File: config.mk
export PLATFORM = sky130hd
export DESIGN_NAME = ppm_monitor
export DESIGN_NICKNAME = d
export VERILOG_FILES = /design/src/ppm_pkg.sv /design/src/ppm_monitor.sv
export SDC_FILE = /design/constraint.sdc
export NUM_CORES = 2
export LEC_CHECK = 0
export BUFFER_PORTS_ARGS = -buffer_cell sky130_fd_sc_hd__buf_2
export CORE_MARGIN = 2
export CORE_UTILIZATION = 65
export DETAILED_ROUTE_END_ITERATION = 10
export GPL_TIMING_DRIVEN = 0
export PLACE_DENSITY = 0.83
export SLEW_MARGIN = 20
export SYNTH_ARGS = -nofsm -noshare
export SYNTH_HDL_FRONTEND = slang
export SYNTH_SLANG_ARGS = --single-unit
File: constraint.sdc
create_clock -name i_clk -period 23.1 [get_ports i_clk]
set_input_delay 1.155 -clock i_clk [delete_from_list [all_inputs] [get_ports i_clk]]
set_output_delay 1.155 -clock i_clk [all_outputs]
set_load 0.005 [all_outputs]
File: src/ppm_pkg.sv
package ppm_pkg;

    ////////////////////////////////////////////////////////////////////////
    // Timing
    localparam int CLK_KHZ = 125000; // Controller clock, kHz
    localparam int RETRY_MS = 130; // Restart interval, ms
    localparam int MS_CYCLES = CLK_KHZ; // Cycles in one millisecond
    localparam int RETRY_CYCLES = RETRY_MS * CLK_KHZ; // Restart interval

    ////////////////////////////////////////////////////////////////////////
    // Temperature levels, degrees C
    localparam logic [7:0] TEMP_WARN_C = 8'h78; // 120 warning set
    localparam logic [7:0] TEMP_CLEAR_C = 8'h75; // 117 warning clear
    localparam logic [7:0] TEMP_SHUT_C = 8'h82; // 130 shutdown
    localparam logic [7:0] TEMP_ROOM_C = 8'h19; // 25 compensation base

    ////////////////////////////////////////////////////////////////////////
    // Voltage limits, millivolts and percent
    localparam logic [15:0] TRACK_MV = 16'h00fa; // 250 mV ramp deviation
    localparam logic [15:0] OV_FLOOR_MV = 16'h01f4; // 500 mV floor
    localparam logic [15:0] OV_MARGIN_MV = 16'h00fa; // 250 mV above set
    localparam logic [7:0] PG_HI_LO_PCT = 8'h69; // 105 %
    localparam logic [7:0] PG_HI_HI_PCT = 8'h6e; // 110 %
    localparam logic [7:0] PG_LO_LO_PCT = 8'h5a; // 90 %
    localparam logic [7:0] PG_LO_HI_PCT = 8'h5f; // 95 %
    localparam logic [7:0] OV_PCT_MIN = 8'h6e; // 110 %
    localparam logic [7:0] OV_PCT_MAX = 8'h82; // 130 %
    localparam logic [7:0] PG_DELAY_MAX_MS = 8'h96; // 150 ms

    ////////////////////////////////////////////////////////////////////////
    // Status byte
    localparam logic [7:0] FLAG_BANK_ADDR = 8'h16; // Status byte offset
    localparam int BIT_TW = 7; // Thermal alert
    localparam int BIT_PG = 6; // Output window
    localparam int BIT_TR = 5; // Ramp deviation
    localparam int BIT_OT = 4; // Heat shutdown
    localparam int BIT_OC = 3; // Current limit
    localparam int BIT_UV = 2; // Low output
    localparam int BIT_OV = 1; // High output
    localparam logic SPARE_VAL = 1'b1; // Reserved bit reads inactive
    // Index into the five-bit fault vector (tracking .. overvoltage)
    localparam int F_TR = 4;
    localparam int F_OT = 3;
    localparam int F_OC = 2;
    localparam int F_UV = 1;
    localparam int F_OV = 0;

    ////////////////////////////////////////////////////////////////////////
    // Types
    typedef enum logic [1:0]
    {
        OFF_SEQ = 2'b00,
        OFF_CRIT = 2'b01,
        OFF_EMERG = 2'b10
    } ppm_off_t;

    typedef enum logic [2:0]
    {
        ST_OFF = 3'b000,
        ST_RAMP_UP = 3'b001,
        ST_STEADY = 3'b010,
        ST_RAMP_DN = 3'b011,
        ST_FAULT = 3'b100
    } ppm_state_t;

    // Static configuration from the converter's setup registers
    typedef struct packed
    {
        logic pg_hi_110; // Window top 110 % else 105 %
        logic pg_lo_95; // Window bottom 95 % else 90 %
        logic [7:0] pg_delay_ms; // Release delay 0..150 ms
        logic pg_low_on_cmd; // Pull low on command else on ramp
        logic oc_tc_dis; // Disable current compensation
        logic [15:0] oc_thr_ma; // Current limit at room temperature
        logic [7:0] oc_tc_k; // Compensation slope, 1/65536 per degree
        logic [7:0] uv_pct; // Undervoltage threshold percent
        logic [7:0] ov_pct; // Overvoltage threshold 110..130 %
        logic track_en; // Ramp deviation check enable
        logic [4:0] latch; // Latching per fault, tr..ov
        ppm_off_t ot_off; // Turn-off style, overtemperature
        ppm_off_t uv_off; // Turn-off style, undervoltage
        ppm_off_t ov_off; // Turn-off style, overvoltage
    } ppm_cfg_t;

endpackage

File: src/ppm_monitor.sv
`timescale 1ns/1ns
// Notes on behaviour
// [RULE_01] Above 120 C set thermal alert, stay on
// [RULE_02] Clear thermal alert only below 117 C
// [RULE_03] Window top 105/110 %, bottom 90/95 %
// [RULE_04] Window checked in steady state, delayed release
// [RULE_05] Window tracks setpoint during margining
// [RULE_06] Outside window pull pin low, flag zero
// [RULE_07] External low on pin also warns
// [RULE_08] Pin low on command or on ramp-down
// [RULE_09] Overcurrent above prebias: both switches off
// [RULE_10] Current limit temperature compensated unless disabled
// [RULE_11] Undervoltage in steady state without overcurrent
// [RULE_12] Above 130 C fault, regular turn-off
// [RULE_13] Non-latching overtemperature restarts below 120 C; code leaves the fault once the alert clears below 117 C, or at retry
// [RULE_14] Ramp deviation over 250 mV: switches off
// [RULE_15] Ramp check ends at output good; code ends it on entering steady state, before the release delay
// [RULE_16] Overvoltage above prebias: high off, low on
// [RULE_17] Overvoltage limit 110-130 %, 0.5 V, +0.25 V
// [RULE_18] Non-latching faults retry every 130 ms
// [RULE_19] Latching faults stay off until cleared
// [RULE_20] Configurable turn-off style for OT, UV, OV
// [RULE_21] Status byte layout, active condition reads 0
// [RULE_22] Writing one clears latched fault bit
module ppm_monitor
#(
    parameter int MS_CYC = ppm_pkg::MS_CYCLES,
    parameter int RETRY_CYC = ppm_pkg::RETRY_CYCLES
)
(
    input wire logic i_clk,
    input wire logic i_rst,
    input wire ppm_pkg::ppm_cfg_t i_cfg,
    input wire logic i_on_cmd,
    input wire logic i_ramp_done,
    input wire logic i_vout_falling,
    input wire logic i_ramp_dn_done,
    input wire logic [7:0] i_temp_c,
    input wire logic [15:0] i_vout_mv,
    input wire logic [15:0] i_vset_mv,
    input wire logic [15:0] i_vramp_mv,
    input wire logic [15:0] i_prebias_mv,
    input wire logic [15:0] i_iout_ma,
    input wire logic i_pg_pin,
    output logic o_pg_o,
    output logic o_pg_oe,
    input wire logic [7:0] i_reg_addr,
    input wire logic i_reg_wr,
    input wire logic [7:0] i_reg_wdata,
    input wire logic i_reg_rd,
    output logic [7:0] o_reg_rdata,
    output logic o_run,
    output logic o_seq_down,
    output logic o_hs_off,
    output logic o_ls_on
);

    ////////////////////////////////////////////////////////////////////////
    // Helpers

    // Percentage of a millivolt value
    function automatic logic [15:0] pct_of(input logic [15:0] v,
                                           input logic [7:0] p);
        logic [23:0] prod;
        prod = v * p;
        pct_of = 16'(prod / 24'd100);
    endfunction

    // Larger of two values
    function automatic logic [15:0] max16(input logic [15:0] a,
                                          input logic [15:0] b);
        max16 = (a > b) ? a : b;
    endfunction

    ////////////////////////////////////////////////////////////////////////
    // Declarations
    ppm_pkg::ppm_state_t st_q; // Sequencer state
    ppm_pkg::ppm_state_t st_d; // Next state
    ppm_pkg::ppm_off_t style_q; // Turn-off style of the trip
    logic tw_q; // Thermal alert active
    logic pg_warn_q; // Output window warning active
    logic pg_rel_q; // Pin released
    logic [4:0] fault_q; // Fault flags, active high
    logic [1:0] pg_sync_q; // Pin synchroniser
    logic [31:0] ms_cnt_q; // Millisecond prescaler
    logic [7:0] pgd_q; // Milliseconds since steady
    logic [31:0] retry_q; // Restart interval counter
    logic [15:0] pg_hi; // Window top
    logic [15:0] pg_lo; // Window bottom
    logic [15:0] ov_thr; // Overvoltage limit
    logic [15:0] uv_thr; // Undervoltage limit
    logic [15:0] oc_thr; // Compensated current limit
    logic [15:0] dev_mv; // Ramp deviation magnitude
    logic [7:0] ov_pct; // Clamped overvoltage percent
    logic [7:0] pg_dly; // Clamped release delay
    logic [31:0] tc_add; // Compensation term, full product width
    logic [1:0] rel_hist_q; // Pin release history, two cycles
    logic win_ok; // Output inside window
    logic above_pb; // Output above prebias
    logic running; // Ramp up or steady
    logic tr_hit, oc_hit, uv_hit, ot_hit, ov_hit; // Trip events
    logic [4:0] hits; // Trip events as a vector
    logic any_trip; // Trip while converter is active
    logic dly_done; // Release delay elapsed
    logic retry_done; // Restart interval elapsed
    logic wr_bank; // Write to the status byte
    logic [4:0] latched; // Latched flags still set
    logic [7:0] status; // Status byte image
    ppm_pkg::ppm_off_t style_d; // Style for the present trip

    ////////////////////////////////////////////////////////////////////////
    // Thresholds
    always_comb
    begin
        // Window from selected percentages of the live setpoint
        pg_hi = pct_of(i_vset_mv, i_cfg.pg_hi_110 ? ppm_pkg::PG_HI_HI_PCT
                                  : ppm_pkg::PG_HI_LO_PCT); // RULE_03 RULE_05
        pg_lo = pct_of(i_vset_mv, i_cfg.pg_lo_95 ? ppm_pkg::PG_LO_HI_PCT
                                  : ppm_pkg::PG_LO_LO_PCT); // RULE_03 RULE_05
        win_ok = (i_vout_mv <= pg_hi) && (i_vout_mv >= pg_lo); // RULE_03
        // Overvoltage percent held to its legal span
        if (i_cfg.ov_pct < ppm_pkg::OV_PCT_MIN)
        begin
            ov_pct = ppm_pkg::OV_PCT_MIN; // RULE_17
        end
        else if (i_cfg.ov_pct > ppm_pkg::OV_PCT_MAX)
        begin
            ov_pct = ppm_pkg::OV_PCT_MAX; // RULE_17
        end
        else
        begin
            ov_pct = i_cfg.ov_pct;
        end
        ov_thr = max16(max16(pct_of(i_vset_mv, ov_pct), ppm_pkg::OV_FLOOR_MV),
                       16'(i_vset_mv + ppm_pkg::OV_MARGIN_MV)); // RULE_17
        uv_thr = pct_of(i_vset_mv, i_cfg.uv_pct);
        // Copper compensation above room temperature
        tc_add = 32'h00000000;
        if (!i_cfg.oc_tc_dis && (i_temp_c > ppm_pkg::TEMP_ROOM_C))
        begin
            tc_add = i_cfg.oc_thr_ma
                     * 8'(i_temp_c - ppm_pkg::TEMP_ROOM_C)
                     * i_cfg.oc_tc_k; // RULE_10
        end
        oc_thr = 16'(i_cfg.oc_thr_ma + tc_add[31:16]); // RULE_10
        // Distance between output and programmed ramp
        dev_mv = (i_vout_mv > i_vramp_mv) ? 16'(i_vout_mv - i_vramp_mv)
                                          : 16'(i_vramp_mv - i_vout_mv);
        pg_dly = (i_cfg.pg_delay_ms > ppm_pkg::PG_DELAY_MAX_MS)
                 ? ppm_pkg::PG_DELAY_MAX_MS : i_cfg.pg_delay_ms;
    end

    ////////////////////////////////////////////////////////////////////////
    // Trip detection
    always_comb
    begin
        running = (st_q == ppm_pkg::ST_RAMP_UP) || (st_q == ppm_pkg::ST_STEADY);
        above_pb = i_vout_mv > i_prebias_mv;
        // Ramp check only while rising, never again after steady
        tr_hit = i_cfg.track_en && (st_q == ppm_pkg::ST_RAMP_UP)
                 && (dev_mv > ppm_pkg::TRACK_MV); // RULE_14 RULE_15
        oc_hit = running && above_pb && (i_iout_ma >= oc_thr); // RULE_09
        uv_hit = (st_q == ppm_pkg::ST_STEADY) && !oc_hit
                 && (i_vout_mv < uv_thr); // RULE_11
        ot_hit = i_temp_c > ppm_pkg::TEMP_SHUT_C; // RULE_12
        ov_hit = running && above_pb && (i_vout_mv > ov_thr); // RULE_16
        hits = {tr_hit, ot_hit, oc_hit, uv_hit, ov_hit};
        any_trip = (running || (st_q == ppm_pkg::ST_RAMP_DN)) && (|hits);
        // Overvoltage style wins when several trip together, then current or ramp, then a heat style other than sequenced, then undervoltage
        if (ov_hit)
        begin
            style_d = i_cfg.ov_off; // RULE_16 RULE_20
        end
        else if (oc_hit || tr_hit)
        begin
            style_d = ppm_pkg::OFF_CRIT; // RULE_09 RULE_14
        end
        else if (ot_hit && (i_cfg.ot_off != ppm_pkg::OFF_SEQ))
        begin
            style_d = i_cfg.ot_off; // RULE_20
        end
        else
        begin
            style_d = uv_hit ? i_cfg.uv_off : ppm_pkg::OFF_SEQ; // RULE_20
        end
        dly_done = pgd_q >= pg_dly;
        retry_done = retry_q >= 32'(RETRY_CYC - 1);
        wr_bank = i_reg_wr && (i_reg_addr == ppm_pkg::FLAG_BANK_ADDR);
        latched = fault_q & i_cfg.latch;
        status = {~tw_q, ~pg_warn_q, ~fault_q, ppm_pkg::SPARE_VAL}; // RULE_21
    end

    ////////////////////////////////////////////////////////////////////////
    // Sequencer
    always_comb
    begin
        st_d = st_q;
        unique case (st_q)
            ppm_pkg::ST_OFF:
            begin
                // Start only with nothing latched and not overheated
                if (i_on_cmd && (latched == 5'h00) && !ot_hit)
                begin
                    st_d = ppm_pkg::ST_RAMP_UP; // RULE_19
                end
            end
            ppm_pkg::ST_RAMP_UP:
            begin
                if (any_trip)
                begin
                    st_d = ppm_pkg::ST_FAULT;
                end
                else if (!i_on_cmd)
                begin
                    st_d = ppm_pkg::ST_RAMP_DN;
                end
                else if (i_ramp_done)
                begin
                    st_d = ppm_pkg::ST_STEADY;
                end
            end
            ppm_pkg::ST_STEADY:
            begin
                if (any_trip)
                begin
                    st_d = ppm_pkg::ST_FAULT;
                end
                else if (!i_on_cmd)
                begin
                    st_d = ppm_pkg::ST_RAMP_DN;
                end
            end
            ppm_pkg::ST_RAMP_DN:
            begin
                if (any_trip)
                begin
                    st_d = ppm_pkg::ST_FAULT;
                end
                else if (i_ramp_dn_done)
                begin
                    st_d = ppm_pkg::ST_OFF;
                end
            end
            ppm_pkg::ST_FAULT:
            begin
                // Non-latching heat fault leaves as soon as it cools
                if (fault_q == 5'h08 && !i_cfg.latch[ppm_pkg::F_OT]
                    && !tw_q)
                begin
                    st_d = ppm_pkg::ST_OFF; // RULE_13
                end
                else if (retry_done)
                begin
                    st_d = ppm_pkg::ST_OFF; // RULE_18 RULE_19
                end
            end
            default:
            begin
                st_d = ppm_pkg::ST_OFF;
            end
        endcase
    end

    // State register and trip style
    always_ff @(posedge i_clk)
    begin
        if (i_rst)
        begin
            st_q <= ppm_pkg::ST_OFF;
            style_q <= ppm_pkg::OFF_SEQ;
        end
        else
        begin
            st_q <= st_d;
            if (any_trip && (st_q != ppm_pkg::ST_FAULT))
            begin
                style_q <= style_d; // RULE_20
            end
        end
    end

    // Restart interval counter, runs only while tripped
    always_ff @(posedge i_clk)
    begin
        if (i_rst || (st_q != ppm_pkg::ST_FAULT))
        begin
            retry_q <= 32'h00000000;
        end
        else if (!retry_done)
        begin
            retry_q <= retry_q + 32'h00000001; // RULE_18
        end
    end

    // Switch and ramp controls
    always_ff @(posedge i_clk)
    begin
        if (i_rst)
        begin
            o_run <= 1'b0;
            o_seq_down <= 1'b0;
            o_hs_off <= 1'b1;
            o_ls_on <= 1'b0;
        end
        else
        begin
            o_run <= running;
            o_seq_down <= (st_q == ppm_pkg::ST_RAMP_DN)
                          || ((st_q == ppm_pkg::ST_FAULT)
                              && (style_q == ppm_pkg::OFF_SEQ)); // RULE_12
            o_hs_off <= (st_q == ppm_pkg::ST_OFF)
                        || ((st_q == ppm_pkg::ST_FAULT)
                            && (style_q != ppm_pkg::OFF_SEQ)); // RULE_09
            o_ls_on <= (st_q == ppm_pkg::ST_FAULT)
                       && (style_q == ppm_pkg::OFF_EMERG); // RULE_16
        end
    end

    ////////////////////////////////////////////////////////////////////////
    // Fault flags
    always_ff @(posedge i_clk)
    begin
        if (i_rst)
        begin
            fault_q <= 5'h00;
        end
        else
        begin
            // A new trip beats any clear in the same cycle
            for (int i = 0; i < 5; i++)
            begin
                if (hits[i] && (running || st_q == ppm_pkg::ST_RAMP_DN
                                || i == ppm_pkg::F_OT))
                begin
                    fault_q[i] <= 1'b1; // RULE_09 RULE_11 RULE_12
                end
                else if (wr_bank && i_reg_wdata[i + 1])
                begin
                    fault_q[i] <= 1'b0; // RULE_22
                end
                else if ((st_d == ppm_pkg::ST_OFF)
                         && (st_q == ppm_pkg::ST_FAULT) && !i_cfg.latch[i])
                begin
                    fault_q[i] <= 1'b0; // RULE_18
                end
                else if ((st_q == ppm_pkg::ST_OFF) && !i_on_cmd)
                begin
                    fault_q[i] <= 1'b0; // RULE_19
                end
            end
        end
    end

    // Thermal alert with hysteresis
    always_ff @(posedge i_clk)
    begin
        if (i_rst)
        begin
            tw_q <= 1'b0;
        end
        else if (i_temp_c > ppm_pkg::TEMP_WARN_C)
        begin
            tw_q <= 1'b1; // RULE_01
        end
        else if (i_temp_c < ppm_pkg::TEMP_CLEAR_C)
        begin
            tw_q <= 1'b0; // RULE_02
        end
    end

    ////////////////////////////////////////////////////////////////////////
    // Output-good pin
    always_ff @(posedge i_clk)
    begin
        if (i_rst)
        begin
            pg_sync_q <= 2'b11;
        end
        else
        begin
            pg_sync_q <= {pg_sync_q[0], i_pg_pin};
        end
    end

    // Release delay in milliseconds from reaching steady state
    always_ff @(posedge i_clk)
    begin
        if (i_rst || (st_q != ppm_pkg::ST_STEADY))
        begin
            ms_cnt_q <= 32'h00000000;
            pgd_q <= 8'h00;
        end
        else if (!dly_done)
        begin
            if (ms_cnt_q >= 32'(MS_CYC - 1))
            begin
                ms_cnt_q <= 32'h00000000;
                pgd_q <= pgd_q + 8'h01; // RULE_04
            end
            else
            begin
                ms_cnt_q <= ms_cnt_q + 32'h00000001;
            end
        end
    end

    // Pin release and window warning
    always_ff @(posedge i_clk)
    begin
        if (i_rst)
        begin
            pg_rel_q <= 1'b0;
            pg_warn_q <= 1'b0;
            rel_hist_q <= 2'b00;
        end
        else
        begin
            // Mask the external check until the synchroniser sees our release
            rel_hist_q <= {rel_hist_q[0], pg_rel_q};
            if (st_q == ppm_pkg::ST_STEADY)
            begin
                if (!i_on_cmd && i_cfg.pg_low_on_cmd)
                begin
                    pg_rel_q <= 1'b0; // RULE_08
                end
                else
                begin
                    pg_rel_q <= dly_done && win_ok; // RULE_04 RULE_06
                end
                pg_warn_q <= dly_done && (!win_ok
                             || (pg_rel_q && (&rel_hist_q)
                                 && !pg_sync_q[1])); // RULE_06 RULE_07
            end
            else
            begin
                if ((st_q == ppm_pkg::ST_RAMP_DN) && !i_cfg.pg_low_on_cmd
                    && !i_vout_falling)
                begin
                    pg_rel_q <= pg_rel_q; // RULE_08
                end
                else
                begin
                    pg_rel_q <= 1'b0; // RULE_08
                end
                pg_warn_q <= 1'b0;
            end
        end
    end

    assign o_pg_o = 1'b0;
    assign o_pg_oe = !pg_rel_q; // RULE_06

    ////////////////////////////////////////////////////////////////////////
    // Status byte read
    always_ff @(posedge i_clk)
    begin
        if (i_rst)
        begin
            o_reg_rdata <= 8'h00;
        end
        else if (i_reg_rd)
        begin
            o_reg_rdata <= (i_reg_addr == ppm_pkg::FLAG_BANK_ADDR)
                           ? status : 8'h00; // RULE_21
        end
    end

    ////////////////////////////////////////////////////////////////////////
    // Checks
    property p_tw_set;
        @(posedge i_clk) disable iff (i_rst)
        (i_temp_c > ppm_pkg::TEMP_WARN_C) |=> tw_q;
    endproperty
    a_tw_set: assert property (p_tw_set) else $error("alert not set"); // RULE_01

    property p_tw_hold;
        @(posedge i_clk) disable iff (i_rst)
        tw_q && (i_temp_c >= ppm_pkg::TEMP_CLEAR_C) |=> tw_q;
    endproperty
    a_tw_hold: assert property (p_tw_hold) else $error("alert lost"); // RULE_02

    property p_oc_trip;
        @(posedge i_clk) disable iff (i_rst)
        oc_hit && !ov_hit |=> fault_q[ppm_pkg::F_OC]
            && (st_q == ppm_pkg::ST_FAULT) ##1 (o_hs_off && !o_ls_on);
    endproperty
    a_oc_trip: assert property (p_oc_trip) else $error("oc response"); // RULE_09

    property p_uv_cause;
        @(posedge i_clk) disable iff (i_rst)
        $rose(fault_q[ppm_pkg::F_UV]) |->
            ($past(st_q) == ppm_pkg::ST_STEADY) && !$past(oc_hit);
    endproperty
    a_uv_cause: assert property (p_uv_cause) else $error("uv cause"); // RULE_11

    property p_ov_emerg;
        @(posedge i_clk) disable iff (i_rst)
        ov_hit && (i_cfg.ov_off == ppm_pkg::OFF_EMERG)
            |-> ##2 (o_hs_off && o_ls_on);
    endproperty
    a_ov_emerg: assert property (p_ov_emerg) else $error("ov clamp"); // RULE_16

    property p_pg_low;
        @(posedge i_clk) disable iff (i_rst)
        (st_q == ppm_pkg::ST_STEADY) && !win_ok |=> o_pg_oe;
    endproperty
    a_pg_low: assert property (p_pg_low) else $error("pg not low"); // RULE_06

    property p_clear;
        @(posedge i_clk) disable iff (i_rst)
        wr_bank && i_reg_wdata[ppm_pkg::BIT_OC] && !oc_hit
            |=> !fault_q[ppm_pkg::F_OC];
    endproperty
    a_clear: assert property (p_clear) else $error("clear failed"); // RULE_22

    property p_track;
        @(posedge i_clk) disable iff (i_rst)
        $rose(fault_q[ppm_pkg::F_TR])
            |-> $past(st_q) == ppm_pkg::ST_RAMP_UP;
    endproperty
    a_track: assert property (p_track) else $error("track late"); // RULE_15

    property p_read;
        @(posedge i_clk) disable iff (i_rst)
        i_reg_rd && (i_reg_addr == ppm_pkg::FLAG_BANK_ADDR)
            |=> o_reg_rdata == $past(status);
    endproperty
    a_read: assert property (p_read) else $error("status read"); // RULE_21

endmodule

==> out/results.ini <==
[run_status]
status = complete, no violations

[global_route]
grt_pass1_vias = 45243
overflow = 0
grt_use_total = 0.343
grt_max_degree = 19
grt_pass1_wl_mm = 218
antenna_found_initial = 10

[die]
fp-row-count = 99
die_w_um = 275
die_h_um = 275
ios = 191
initial_core_util = 0.655
die_area_sq_um = 75600
coreArea_sq_um = 72800

[worst_setup_path]
crit_end = st_q[0]
critical_path_class = in -> reg
critical_path_buf_inv_count = 13
cp-end-kind = flip-flop
start_kind = input pin
r2r-start = pgd_q[0]
cp.required_ns = 23.37
cp_top_family = compound AO/OA/AOI/OAI gates
critPathMaxFanout = 10
crit_start = i_vset_mv[13]
cp.depth = 93
r2r_setup_slack_ns = 19.38
critPathMaxStageDelay_ns = 0.57
cp_slowest_cell = fa_1
cp.arrival_ns = 22.51
ff2ff_path_depth = 18
reg2reg_to = ms_cnt_q[27]

[detailed_routing]
vias_per_cell = 6.41
first_pass_iters = 9
wl_mm = 134
drt_iter0_markers = 4104
drc = 0
vias = 47102
postRouteAntennaNets = 0
routedWlPerCell_um = 18.2

[sta]
finalHoldViolCount = 0
fin_worst_skew_ns = 0.0142
finalCritPeriodShare = 0.963
clock.fmax_ghz = 0.0450
setup_viol = 0
tightest_slew_ns = 1.12
fin_crit_ns = 22.24
finalMaxSlewViolations = 0
relSlewSlack = 0.246

[synth]
synth.mux.area_fraction = 0.0223
synth_edf_count = 0
syn_inst = 6155
yosys-top-cells-count = inv_1 (653), nand2_1 (589), fa_1 (492)
async_flop_share = 0
syn_area_sq_um = 47700
synth_simple_gate_area_frac = 0.230
netlist_top_cells_area = fa_1 (21%), ha_1 (12%), inv_1 (5.1%)
yosysWarnings = 0
ys_seq_area_frac = 0.0424
synth_compound_area_frac = 0.236
synth.avg_cell_area_sq_um = 7.75
ys_ff_latch = 101
synthFlopType = dfxtp_1
synth_largest_area_cell = fa_1
synth_top_family_by_area = adder cells
synth_top_cell_area_share = 0.206
synth_cell_types = 157
synthAdderAreaFrac = 0.332
synth_xor_area_frac = 0.0643
yosysMostFrequentCell = inv_1

[worst_hold_path]
min_path_type = reg -> reg
worstHoldStart = pg_sync_q[0]

[placement]
gp_congestion = 0.973
io_buffers = 180
dp_hpwl_mm = 108
placed_cells = 7295

[cts]
ctsLongestPathBuffers = 2
path_clk_slew_ns = 0.07
cts.sinks = 101
cts_root_buf = clkbuf_16
clk-insertion-delay-late_ns = 0.34
cts_max_level = 3
cts_buffers = 9
cts_tree = done

[final_layout]
final_cells = 7347
area_delta_synth_final_pct = 6.90
drive_above_1_share = 0.0956
final_net_count = 7514
nFillCells = 6011
final-seq-area_sq_um = 2020
multi_input_area_sq_um = 42800

[flow_run]
drv_cap = 0

[metrics by stage]
step / area [sq um] / setup TNS (ns) / setup WS (ns) / hold WS (ns) / utilization
6_report: 51000 / 0 / 0.862 / 0.435 / 0.700
3_5_place_dp: 49800 / -4.93 / -1.19 / 0.413 / 0.684
3_3_place_gp: 49800 / -5.69 / -1.33 / 0.391 / 0.684
2_1_floorplan: 47700 / 0 / 2.66 / 0.389 / -
4_1_cts: 50200 / 0 / 0.00166 / 0.437 / 0.690
5_1_grt: 51000 / -0.672 / -0.260 / 0.470 / 0.700
[flip-flops by register name, summed over array words and instances, names as in the netlist, 2 cells and up]
name	count
ms_cnt_q	32
retry_q	32
o_reg_rdata	8
pgd_q	8
fault_q	5
st_q	3
pg_sync_q	2
rel_hist_q	2
style_q	2
[timing repair]
item | CTS | global route
hold buffers | 0 | 0
pin swaps | 0 | 22
buffers inserted | 1 | 34
endpoints found under the setup margin | 5 | 8
resized for setup | 24 | 143
[final cells by class]
type / count / area share
Clock buffer: 10 / 0.00449
Antenna cell: 5 / 0.000245
Buffer: 210 / 0.0195
Clock inverter: 6 / 0.00157
Sequential cell: 101 / 0.0396
Tap cell: 959 / 0.0235
Multi-Input combinational cell: 5174 / 0.838
Inverter: 667 / 0.0494
Timing Repair Buffer: 215 / 0.0232
[layer usage]
layer	share of wire	track usage
met1	0.40	0.438
met2	0.47	0.590
met3	0.083	0.0458
met4	0.042	0.132
met5	0.00029	0
[placed cells by master, fill, tap and decap left out, drive strengths merged, types with 50 or more instances in the layout]
| cell type | synthesis | layout |
|---|---|---|
| o211ai | 58 | 58 |
| nand4 | 73 | 73 |
| and3 | 62 | 62 |
| fa | 492 | 492 |
| a211oi | 69 | 69 |
| nor2b | 95 | 95 |
| o21bai | 50 | 50 |
| nor2 | 462 | 462 |
| nand2 | 590 | 590 |
| nand3 | 164 | 164 |
| o21ai | 244 | 244 |
| a21oi | 379 | 379 |
| buf | 57 | 268 |
| inv | 665 | 663 |
| and2 | 287 | 287 |
| nor4 | 64 | 64 |
| xnor2 | 232 | 232 |
| o21a | 58 | 58 |
| dfxtp | 101 | 101 |
| nor3 | 156 | 156 |
| a31oi | 87 | 87 |
| mux2i | 63 | 63 |
| clkbuf | 155 | 165 |
| xor2 | 110 | 110 |
| nand2b | 90 | 90 |
| ha | 467 | 467 |
| a21o | 119 | 119 |
| or2 | 50 | 50 |
[how the worst min path moves through the flow]
stage | depth (start not counted) | end
finish | 1 | pg_sync_q[1]
global route | 1 | pg_sync_q[1]
CTS | 1 | pg_sync_q[1]
detailed placement | 1 | pg_sync_q[1]
global placement | 1 | pg_sync_q[1]
floorplan | 1 | pg_sync_q[1]
[worst reg2reg max path: stages, from the launching register on]
cell and delay, ns:
dfxtp_1 0.40, inv_1 0.07, ha_1 0.28, nand2b_1 0.14
a21oi_1 0.14, nor2b_1 0.06, o21ai_0 0.14, nand2b_1 0.07
a21oi_1 0.14, nor2b_1 0.05, o21ai_0 0.14, nand2b_1 0.07
a21o_1 0.17, clkbuf_1 0.21, nor3_1 0.43, nand4_1 0.28
nor3_1 0.53, a41oi_1 0.20, nor2_1 0.13
[kinds of logic after synthesis]
| kind of cell | after synthesis |
|---|---|
| and+or+nand+nor | 2197 |
| AOI/OAI and AO/OA | 1559 |
| muxes | 99 |
| buffers and inverters | 881 |
| xor gates and xnor gates | 342 |
| other | 1 |
| DFF | 101 |
| adders and majority gates | 975 |
Power is not shown: default switching activity piles up to over one toggle a cycle in this logic, so the estimate is an artifact.
